[config.mk]
export PLATFORM = sky130hd
export DESIGN_NAME = fdm_ctrl
export DESIGN_NICKNAME = d
export VERILOG_FILES = /design/src/shared/fdm_pkg.sv /design/src/shared/fdm_arr_if.sv /design/src/fdm_array.sv /design/src/fdm_ctrl.sv
export SDC_FILE = /design/constraint.sdc
export NUM_CORES = 1
export LEC_CHECK = 0
export ABC_AREA = 1
export BUFFER_PORTS_ARGS = -buffer_cell sky130_fd_sc_hd__clkbuf_2
export CORE_AREA = 2 2 216 218
export DETAILED_ROUTE_END_ITERATION = 6
export DIE_AREA = 0 0 218 220
export MAX_ROUTING_LAYER = met4
export PLACE_DENSITY = 0.76
export SLEW_MARGIN = 15
export SYNTH_ARGS = -nofsm -noshare
export SYNTH_HDL_FRONTEND = slang
export SYNTH_SLANG_ARGS = --single-unit
[constraint.sdc]
create_clock -name clock -period 3.1 [get_ports clock]
set_clock_uncertainty 0.1 [all_clocks]
set_input_delay 0.62 -clock clock [delete_from_list [all_inputs] [get_ports clock]]
set_output_delay 0.62 -clock clock [all_outputs]
set_load 0.02 [all_outputs]
[src/shared/fdm_pkg.sv]
// Constants and types for the flash data memory controller
package fdm_pkg;
  // ------------------------------------------------------------
  // Array geometry
  // ------------------------------------------------------------
  localparam int ARR_DEPTH = 64;
  localparam int ADDR_W = 6;
  localparam int CELL_W = 12;
  localparam int BYTE_W = 8;
  localparam int LATCH_N = 4;
  localparam int ROW_WORDS = 8;
  localparam logic [3:0] UPPER_FILL = 4'hF;
  localparam logic [11:0] ERASED_CELL = 12'hFFF;
  localparam logic [1:0] LAST_LATCH = 2'h3;

  // ------------------------------------------------------------
  // Register select codes and control bit positions
  // ------------------------------------------------------------
  localparam logic [1:0] SEL_CTRL = 2'h0;
  localparam logic [1:0] SEL_DATA = 2'h1;
  localparam logic [1:0] SEL_ADDR = 2'h2;
  localparam logic [2:0] BIT_READ = 3'h0;
  localparam logic [2:0] BIT_START = 3'h1;
  localparam logic [2:0] BIT_UNLOCK = 3'h2;
  localparam logic [2:0] BIT_ABORT = 3'h3;
  localparam logic [2:0] BIT_ERASE = 3'h4;
  localparam logic [7:0] CTRL_RESET = 8'h00;

  // ------------------------------------------------------------
  // Timing: array cycle lengths rounded up to clock cycles
  // ------------------------------------------------------------
  localparam int CLK_PERIOD_NS = 40;
  localparam int ERASE_TIME_NS = 2000000;
  localparam int PROG_TIME_NS = 2000000;
  localparam int ERASE_CYCLES = (ERASE_TIME_NS + CLK_PERIOD_NS - 1) / CLK_PERIOD_NS;
  localparam int PROG_CYCLES = (PROG_TIME_NS + CLK_PERIOD_NS - 1) / CLK_PERIOD_NS;
  localparam int CNT_W = 20;

  // Gray order along idle, read, erase, program
  typedef enum logic [1:0] {
    FDM_IDLE = 2'h0,
    FDM_READ = 2'h1,
    FDM_ERASE = 2'h3,
    FDM_PROG = 2'h2
  } fdm_state_t;
endpackage : fdm_pkg

[src/shared/fdm_arr_if.sv]
// Port bundle between the controller and the flash cell array
interface fdm_arr_if;
  logic rd_en;
  logic wr_en;
  logic [5:0] addr;
  logic [11:0] wdata;
  logic [11:0] rdata;
  modport ctrl (output rd_en, output wr_en, output addr, output wdata, input rdata);
  modport mem (input rd_en, input wr_en, input addr, input wdata, output rdata);
endinterface : fdm_arr_if

[src/fdm_array.sv]
// 64 x 12 flash cell array with registered read data
module fdm_array (
  input wire logic clock,
  fdm_arr_if.mem arr
);
  logic [fdm_pkg::CELL_W-1:0] cells [fdm_pkg::ARR_DEPTH];
  logic [fdm_pkg::CELL_W-1:0] rdata_ff;

  // Cells keep content over reset, like real flash
  always_ff @(posedge clock) begin
    if (arr.wr_en) begin
      cells[arr.addr] <= arr.wdata;
    end
    if (arr.rd_en) begin
      rdata_ff <= cells[arr.addr];
    end
  end

  assign arr.rdata = rdata_ff;
endmodule : fdm_array

[src/fdm_ctrl.sv]
// Flash data memory controller: control, data and address registers
module fdm_ctrl #(
  parameter int ERASE_CYCLES = fdm_pkg::ERASE_CYCLES,
  parameter int PROG_CYCLES = fdm_pkg::PROG_CYCLES
) (
  input wire logic clock,
  input wire logic reset,
  input wire logic por,
  input wire logic instr_step,
  input wire logic cpu_wr,
  input wire logic [1:0] cpu_sel,
  input wire logic cpu_bitset,
  input wire logic [2:0] cpu_bit,
  input wire logic [7:0] cpu_wdata,
  output logic [7:0] ctrl_q,
  output logic [7:0] data_q,
  output logic [7:0] addr_q,
  output logic stall
);
  // ------------------------------------------------------------
  // State
  // ------------------------------------------------------------
  fdm_pkg::fdm_state_t state_ff, nxt_state;
  logic [fdm_pkg::CNT_W-1:0] cnt_ff;
  logic [fdm_pkg::ADDR_W-1:0] addr_ff;
  logic [fdm_pkg::BYTE_W-1:0] data_ff;
  logic [fdm_pkg::BYTE_W-1:0] latch_ff [fdm_pkg::LATCH_N];
  logic read_ff, start_ff, unlock_ff, abort_ff, erase_ff;
  logic erase_arm_ff, unlock_arm_ff, stall_ff;

  fdm_arr_if arr ();

  fdm_array u_array (
    .clock(clock),
    .arr(arr)
  );

  // ------------------------------------------------------------
  // Decode of core accesses
  // ------------------------------------------------------------
  // Accesses only count on an idle controller; the core is stalled otherwise
  wire idle = (state_ff == fdm_pkg::FDM_IDLE);
  wire busy_wr = (state_ff == fdm_pkg::FDM_ERASE) || (state_ff == fdm_pkg::FDM_PROG);
  wire acc = instr_step && cpu_wr && idle;
  wire acc_ctrl = acc && (cpu_sel == fdm_pkg::SEL_CTRL);
  wire acc_data = acc && (cpu_sel == fdm_pkg::SEL_DATA);
  wire acc_addr = acc && (cpu_sel == fdm_pkg::SEL_ADDR);
  wire bs_ctrl = acc_ctrl && cpu_bitset;
  wire plain_ctrl = acc_ctrl && !cpu_bitset;
  wire set_read = bs_ctrl && (cpu_bit == fdm_pkg::BIT_READ);
  wire set_unlock = bs_ctrl && (cpu_bit == fdm_pkg::BIT_UNLOCK);
  wire set_start = bs_ctrl && (cpu_bit == fdm_pkg::BIT_START) && unlock_arm_ff;
  wire set_erase = bs_ctrl ? (cpu_bit == fdm_pkg::BIT_ERASE)
                           : (plain_ctrl && cpu_wdata[fdm_pkg::BIT_ERASE]);
  wire set_abort = bs_ctrl && (cpu_bit == fdm_pkg::BIT_ABORT);
  wire start_erase = set_start && erase_ff;
  wire start_load = set_start && !erase_ff;
  wire last_latch = (addr_ff[1:0] == fdm_pkg::LAST_LATCH);
  wire start_prog = start_load && last_latch;
  wire erase_done = (state_ff == fdm_pkg::FDM_ERASE)
                    && (cnt_ff == fdm_pkg::CNT_W'(ERASE_CYCLES - 1));
  wire prog_done = (state_ff == fdm_pkg::FDM_PROG)
                   && (cnt_ff == fdm_pkg::CNT_W'(PROG_CYCLES - 1));
  wire cycle_done = erase_done || prog_done;

  // ------------------------------------------------------------
  // Array port drive
  // ------------------------------------------------------------
  // row from bits 5..3
  wire [5:0] erase_addr = {addr_ff[5:3], cnt_ff[2:0]};
  wire [5:0] prog_addr = {addr_ff[5:2], cnt_ff[1:0]};
  wire erase_wr = (state_ff == fdm_pkg::FDM_ERASE)
                  && (cnt_ff < fdm_pkg::CNT_W'(fdm_pkg::ROW_WORDS));
  wire prog_wr = (state_ff == fdm_pkg::FDM_PROG)
                 && (cnt_ff < fdm_pkg::CNT_W'(fdm_pkg::LATCH_N));
  assign arr.rd_en = set_read;
  assign arr.wr_en = erase_wr || prog_wr;
  assign arr.addr = erase_wr ? erase_addr : (prog_wr ? prog_addr : addr_ff);
  assign arr.wdata = erase_wr ? fdm_pkg::ERASED_CELL
                              : {fdm_pkg::UPPER_FILL, latch_ff[cnt_ff[1:0]]};

  // ------------------------------------------------------------
  // Sequencer
  // ------------------------------------------------------------
  // Next state; erase and program return to idle on their own count, read after one cycle
  always_comb begin
    nxt_state = state_ff;
    case (state_ff)
      fdm_pkg::FDM_IDLE: begin
        if (set_read) begin
          nxt_state = fdm_pkg::FDM_READ;
        end else if (start_erase) begin
          nxt_state = fdm_pkg::FDM_ERASE;
        end else if (start_prog) begin
          nxt_state = fdm_pkg::FDM_PROG;
        end
      end
      fdm_pkg::FDM_READ: begin
        nxt_state = fdm_pkg::FDM_IDLE;
      end
      fdm_pkg::FDM_ERASE: begin
        if (erase_done) begin
          nxt_state = fdm_pkg::FDM_IDLE;
        end
      end
      fdm_pkg::FDM_PROG: begin
        if (prog_done) begin
          nxt_state = fdm_pkg::FDM_IDLE;
        end
      end
      default: begin
        nxt_state = fdm_pkg::FDM_IDLE;
      end
    endcase
  end

  always_ff @(posedge clock) begin
    if (reset) begin
      state_ff <= fdm_pkg::FDM_IDLE;
      stall_ff <= 1'b0;
      cnt_ff <= '0;
    end else begin
      state_ff <= nxt_state;
      stall_ff <= (nxt_state != fdm_pkg::FDM_IDLE);
      cnt_ff <= idle ? '0 : cnt_ff + fdm_pkg::CNT_W'(1);
    end
  end

  // ------------------------------------------------------------
  // Address, data and latches
  // ------------------------------------------------------------
  // read loads data
  // data held until read or write
  always_ff @(posedge clock) begin
    if (reset) begin
      addr_ff <= '0;
      data_ff <= '0;
    end else begin
      if (acc_addr) begin
        addr_ff <= cpu_wdata[fdm_pkg::ADDR_W-1:0];
      end
      if (state_ff == fdm_pkg::FDM_READ) begin
        data_ff <= arr.rdata[fdm_pkg::BYTE_W-1:0];
      end else if (acc_data) begin
        data_ff <= cpu_wdata;
      end
    end
  end

  genvar gi;
  generate
    for (gi = 0; gi < fdm_pkg::LATCH_N; gi++) begin : g_latch
      always_ff @(posedge clock) begin
        if (reset) begin
          latch_ff[gi] <= '0;
        end else if (start_load && (addr_ff[1:0] == 2'(gi))) begin
          latch_ff[gi] <= data_ff;
        end
      end
    end
  endgenerate

  // ------------------------------------------------------------
  // Control bits
  // ------------------------------------------------------------
  // Arm flags remember what the previous instruction set
  always_ff @(posedge clock) begin
    if (reset) begin
      erase_arm_ff <= 1'b0;
      unlock_arm_ff <= 1'b0;
    end else if (instr_step) begin
      erase_arm_ff <= set_erase;
      unlock_arm_ff <= set_unlock;
    end
  end

  always_ff @(posedge clock) begin
    if (reset) begin
      read_ff <= 1'b0;
      start_ff <= 1'b0;
    end else begin
      read_ff <= set_read;
      start_ff <= set_start || (busy_wr && !cycle_done && start_ff);
    end
  end

  always_ff @(posedge clock) begin
    if (reset) begin
      erase_ff <= 1'b0;
    end else if (set_erase) begin
      erase_ff <= 1'b1;
    end else if (plain_ctrl) begin
      erase_ff <= 1'b0;
    end else if (erase_done) begin
      erase_ff <= 1'b0;
    end else if (instr_step && erase_arm_ff && !set_unlock && idle) begin
      erase_ff <= 1'b0;
    end
  end

  // unlock timeout
  // Unlock is spent by the start it enables, so every cycle needs a fresh one
  always_ff @(posedge clock) begin
    if (reset) begin
      unlock_ff <= 1'b0;
    end else if (set_unlock) begin
      unlock_ff <= 1'b1;
    end else if (set_start) begin
      unlock_ff <= 1'b0;
    end else if (plain_ctrl && !cpu_wdata[fdm_pkg::BIT_UNLOCK]) begin
      unlock_ff <= 1'b0;
    end else if (instr_step && unlock_arm_ff) begin
      unlock_ff <= 1'b0;
    end
  end

  // abort flag survives device reset; power-on, a finished cycle or a plain control write with bit 3 low clears it
  always_ff @(posedge clock) begin
    if (por) begin
      abort_ff <= 1'b0;
    end else if (reset) begin
      abort_ff <= abort_ff || busy_wr;
    end else if (set_abort || (plain_ctrl && cpu_wdata[fdm_pkg::BIT_ABORT])) begin
      abort_ff <= 1'b1;
    end else if (plain_ctrl || cycle_done) begin
      abort_ff <= 1'b0;
    end
  end

  // ------------------------------------------------------------
  // Outputs
  // ------------------------------------------------------------
  // control layout
  assign ctrl_q = {3'h0, erase_ff, abort_ff, unlock_ff, start_ff, read_ff};
  assign data_q = data_ff;
  assign addr_q = {2'h0, addr_ff};
  assign stall = stall_ff;

  // ------------------------------------------------------------
  // Checks
  // ------------------------------------------------------------
  // read bit one cycle
  property p_read_clear;
    @(posedge clock) disable iff (reset) set_read |=> read_ff ##1 !read_ff;
  endproperty
  a_read_clear: assert property (p_read_clear) else $error("read bit not self-cleared");

  property p_read_data;
    @(posedge clock) disable iff (reset)
      set_read |=> ##1 (data_ff == $past(arr.rdata[7:0]));
  endproperty
  a_read_data: assert property (p_read_data) else $error("read data not loaded");

  property p_stall;
    @(posedge clock) disable iff (reset) (set_read || start_erase) |=> stall;
  endproperty
  a_stall: assert property (p_stall) else $error("no stall after start");

  property p_erase_timeout;
    @(posedge clock) disable iff (reset)
      (instr_step && idle && erase_arm_ff && !set_unlock && !set_erase) |=> !erase_ff;
  endproperty
  a_erase_timeout: assert property (p_erase_timeout) else $error("erase select kept");

  property p_unlock_timeout;
    @(posedge clock) disable iff (reset)
      (instr_step && unlock_arm_ff && !set_unlock) |=> !unlock_ff;
  endproperty
  a_unlock_timeout: assert property (p_unlock_timeout) else $error("unlock kept");

  property p_unlock_bitset;
    @(posedge clock) disable iff (reset) (plain_ctrl && !unlock_ff) |=> !unlock_ff;
  endproperty
  a_unlock_bitset: assert property (p_unlock_bitset) else $error("unlock by plain write");

  property p_last_prog;
    @(posedge clock) disable iff (reset)
      start_prog |=> (state_ff == fdm_pkg::FDM_PROG) && arr.wr_en;
  endproperty
  a_last_prog: assert property (p_last_prog) else $error("program not started");

  property p_upper_fill;
    @(posedge clock) disable iff (reset) arr.wr_en |-> (arr.wdata[11:8] == 4'hF);
  endproperty
  a_upper_fill: assert property (p_upper_fill) else $error("upper nibble not set");

  property p_erase_row;
    @(posedge clock) disable iff (reset)
      erase_wr |-> (arr.addr[5:3] == addr_ff[5:3]) && (arr.wdata == 12'hFFF);
  endproperty
  a_erase_row: assert property (p_erase_row) else $error("erase outside row");

  property p_start_low;
    @(posedge clock) disable iff (reset) cycle_done |=> !start_ff && !erase_ff;
  endproperty
  a_start_low: assert property (p_start_low) else $error("start bit stuck");

  property p_abort;
    @(posedge clock) disable iff (por) (reset && busy_wr) |=> abort_ff;
  endproperty
  a_abort: assert property (p_abort) else $error("abort flag not set");

  c_read: cover property (@(posedge clock) disable iff (reset) set_read);
  c_erase: cover property (@(posedge clock) disable iff (reset) erase_done);
  c_prog: cover property (@(posedge clock) disable iff (reset) prog_done);
endmodule : fdm_ctrl

==> run summary <==
Iter 0 DRT Violations: 2328
Count leader, synth: nand2_1
# diodes: 0
Clock network fraction of total power: 0.440
Crit-path most repeated cell: buf_4
Critical path startpoint category: flip-flop
Worst EP arrival: 3.21 ns
DR DRC count: 0
Initial antenna violation count: 0
Vias in the first global route: 18080
Post-Syn Area: 25770 µm²
Gp weighted congestion: 0.9787
Multiplexer share of the synthesized area: 0.003107
Num CTS Buffers: 59
Fin. Hold Viols: 0
Crit share post-route: 0.9646
Layout cells sized above 1: 0.1003
Filler cell count: 3499
Register share of total power: 0.519
Ys async rst share: 0
Gr usage total: 0.2886
Clk_lat worst skew: 0.63 ns
CP Buf/Inv Count: 5
Die area: 47960 µm²
Post-layout util: 0.6421
Post-DR wirelength/cell: 19.57 µm
Tightest Pin Transition: 0.6095 ns
Synth Area in Compound Gates: 0.01694
CTS tree: done
Post-DP Area: 27410 µm²
RSZ-0062 raised after global routing: yes
FF+latch area: 17460 µm²
Switching share of total power: 0.2085
CP cell instances: nor2_1 > nand2_1 > nor2_4 > nand3_2 > clkinv_1 > o21ai_4 > inv_2 > buf_4 > nand3_1 > buf_4 > nor2_1 > buf_4
Worst-path maximum fanout: 26
Worst path required time: 3.32 ns
Layout Nets: 2743
Main combinational cell family by area after synthesis: simple AND/OR/NAND/NOR gates
Synth Instances: 2628
Net switching power: 3527 µW
CP peak stage delay: 0.41 ns
DR vias: 18960
Slowest cell on crit path: buf_4
Largest net degree at the start of global routing: 109
Comb power frac: 0.042
Netlist cell types: 37
Max Transition Viols Final: 0
MaxCap Viol Count: 0
Mean Syn Cell Area: 9.806 µm²
Worst setup EP type: flip-flop
Core footprint: 45860 µm²
Cell Pwr Density: 574.3 nW/µm²
H-tree level count: 2
CTS root buffer: clkbuf_16
Pleak: 0.01197 µW
Fmax: 334.4 MHz
DP HPWL: 38700 µm
Slew headroom: 0.5922
Remaining global-route overflow: 0
Yosys warning total: 0
Synth Register Bits: 596
Total negative setup slack: 0 ns
Total power draw: 16910 µW
Clk buf depth: 3
Multi-input logic area: 7632 µm²
Simple-Gate Fraction of Synth Area: 0.2675
I/O Pins: 44
Main synth FF type: edfxtp_1
IO buf count: 38
Hold Crit Class: input pin to flip-flop
PostCTS Resize Cnt: 0
Area Growth Syn to Fin: 14.27%
Clock sink count: 596
Top post-synthesis cells by area: edfxtp_1 64%, nand2_1 20%, dfxtp_1 3.4%, nand3_1 3.2%, nor2_1 2.4%
Min Tclk post-route: 2.990 ns
Die Y: 220 µm
Row Count: 79
# setup viols final: 0
Peak supply drop: 544.5 µV
# Post-CTS Setup Buffers: 0
Starting Density: 0.5619
Power Internal: 13380 µW
Share of the synthesized area in the top cell type: 0.6432
Number of synthesized flops with an enable pin: 552
Xor and xnor fraction of the mapped netlist area: 0
Status: complete, no violations
Adder-cell share of the synthesized area: 0.0004855
Worst-path clk slew: 0.06 ns
First-pass GRT wire length: 102300 µm
Post-Route WL: 66140 µm
Drt pass-1 iters: 7
Vias per inst: 5.611
Critical path class: flip-flop to flip-flop
Synth area leader: edfxtp_1
Design area: 29450 µm²
Chip width: 218 µm
Post-synthesis sequential area ratio: 0.6774
Hold slack: 0.08423 ns
CP top delay family: buffers and inverters
Hold-fix buffers, CTS: 0
Post-synth top cells: 1389 x nand2_1, 552 x edfxtp_1, 166 x nand3_1
Routed Antenna Nets: 0
==> final timing paths <==
kind / start / slack (ns) / cells after the start / to
max: cnt_ff[11] / 0.11 / 12 / u_array.cells[61][4]
min: por / 0.08 / 2 / abort_ff
max reg2reg: cnt_ff[11] / 0.11 / 12 / u_array.cells[61][4]
min reg2reg: unlock_arm_ff / 0.39 / 2 / unlock_arm_ff
==> cell families after synthesis <==
kind of cell / after synthesis
AOI/OAI and AO/OA: 69
adders and majority gates: 1
buffers and inverters: 198
DFF: 596
muxes: 8
other: 1
and+or+nand+nor: 1755
==> per-layer routing <==
layer	wire length [µm]	vias up	part of all wire	global-route usage
met2	31980	949	0.48	0.4668
met3	5864	150	0.089	0.03464
li1	-	8847	-	-
met5	0	-	0	-
met1	26210	9018	0.40	0.3826
met4	2096	0	0.032	0.09819
==> final cells by class <==
cell class | count | share of cell area
tap | 607 | 0.02579
multi-input combinational | 1838 | 0.2592
clock inverter | 37 | 0.01470
sequential | 596 | 0.5928
clock buffer | 74 | 0.05383
inverter | 64 | 0.008200
timing repair buffer | 164 | 0.04550
==> per-stage QoR <==
stage | setup slack (ns) | std cells
floorplan | 0.4113 | 2632
global placement | 0.1165 | 3269
detailed placement | 0.06170 | 3269
CTS | 0.07530 | 3380
global route | -0.03325 | 3380
finish | 0.1099 | 3380
==> sequential cells by signal, summed over array words and instances (netlist names), 2 cells and up <==
name / flops
latch_ff: 32
cnt_ff: 20
data_q: 8
state_ff: 2
u_array.arr.rdata: 8
addr_ff: 6
u_array.cells: 512
==> layout by cell type, fill, tap and decap left out, types with 9 or more instances in the layout <==
cell	count
edfxtp_1	552
dfxtp_1	44
a31oi_1	9
nand2_1	1387
nand3_1	166
inv_1	56
clkbuf_16	61
clkinv_2	12
nand4_1	9
nor3_1	14
o21ai_0	23
buf_12	16
clkbuf_1	12
a21oi_1	15
buf_4	109
nor2_1	161
bufinv_16	10
clkinv_1	18
clkbuf_2	38
==> power by group through the flow <==
| stage | Sequential, µW | Combinational, µW | Clock (µW) |
|---|---|---|---|
| final | 8770 | 702 | 7440 |
| after global routing | 8770 | 769 | 7830 |
| after CTS | 8770 | 695 | 7510 |
| after detailed placement | 8940 | 689 | 0 |
| after global placement | 8940 | 680 | 0 |
| after floorplan | 8950 | 425 | 0 |
Note: power is estimated with default switching activity, not from simulation.
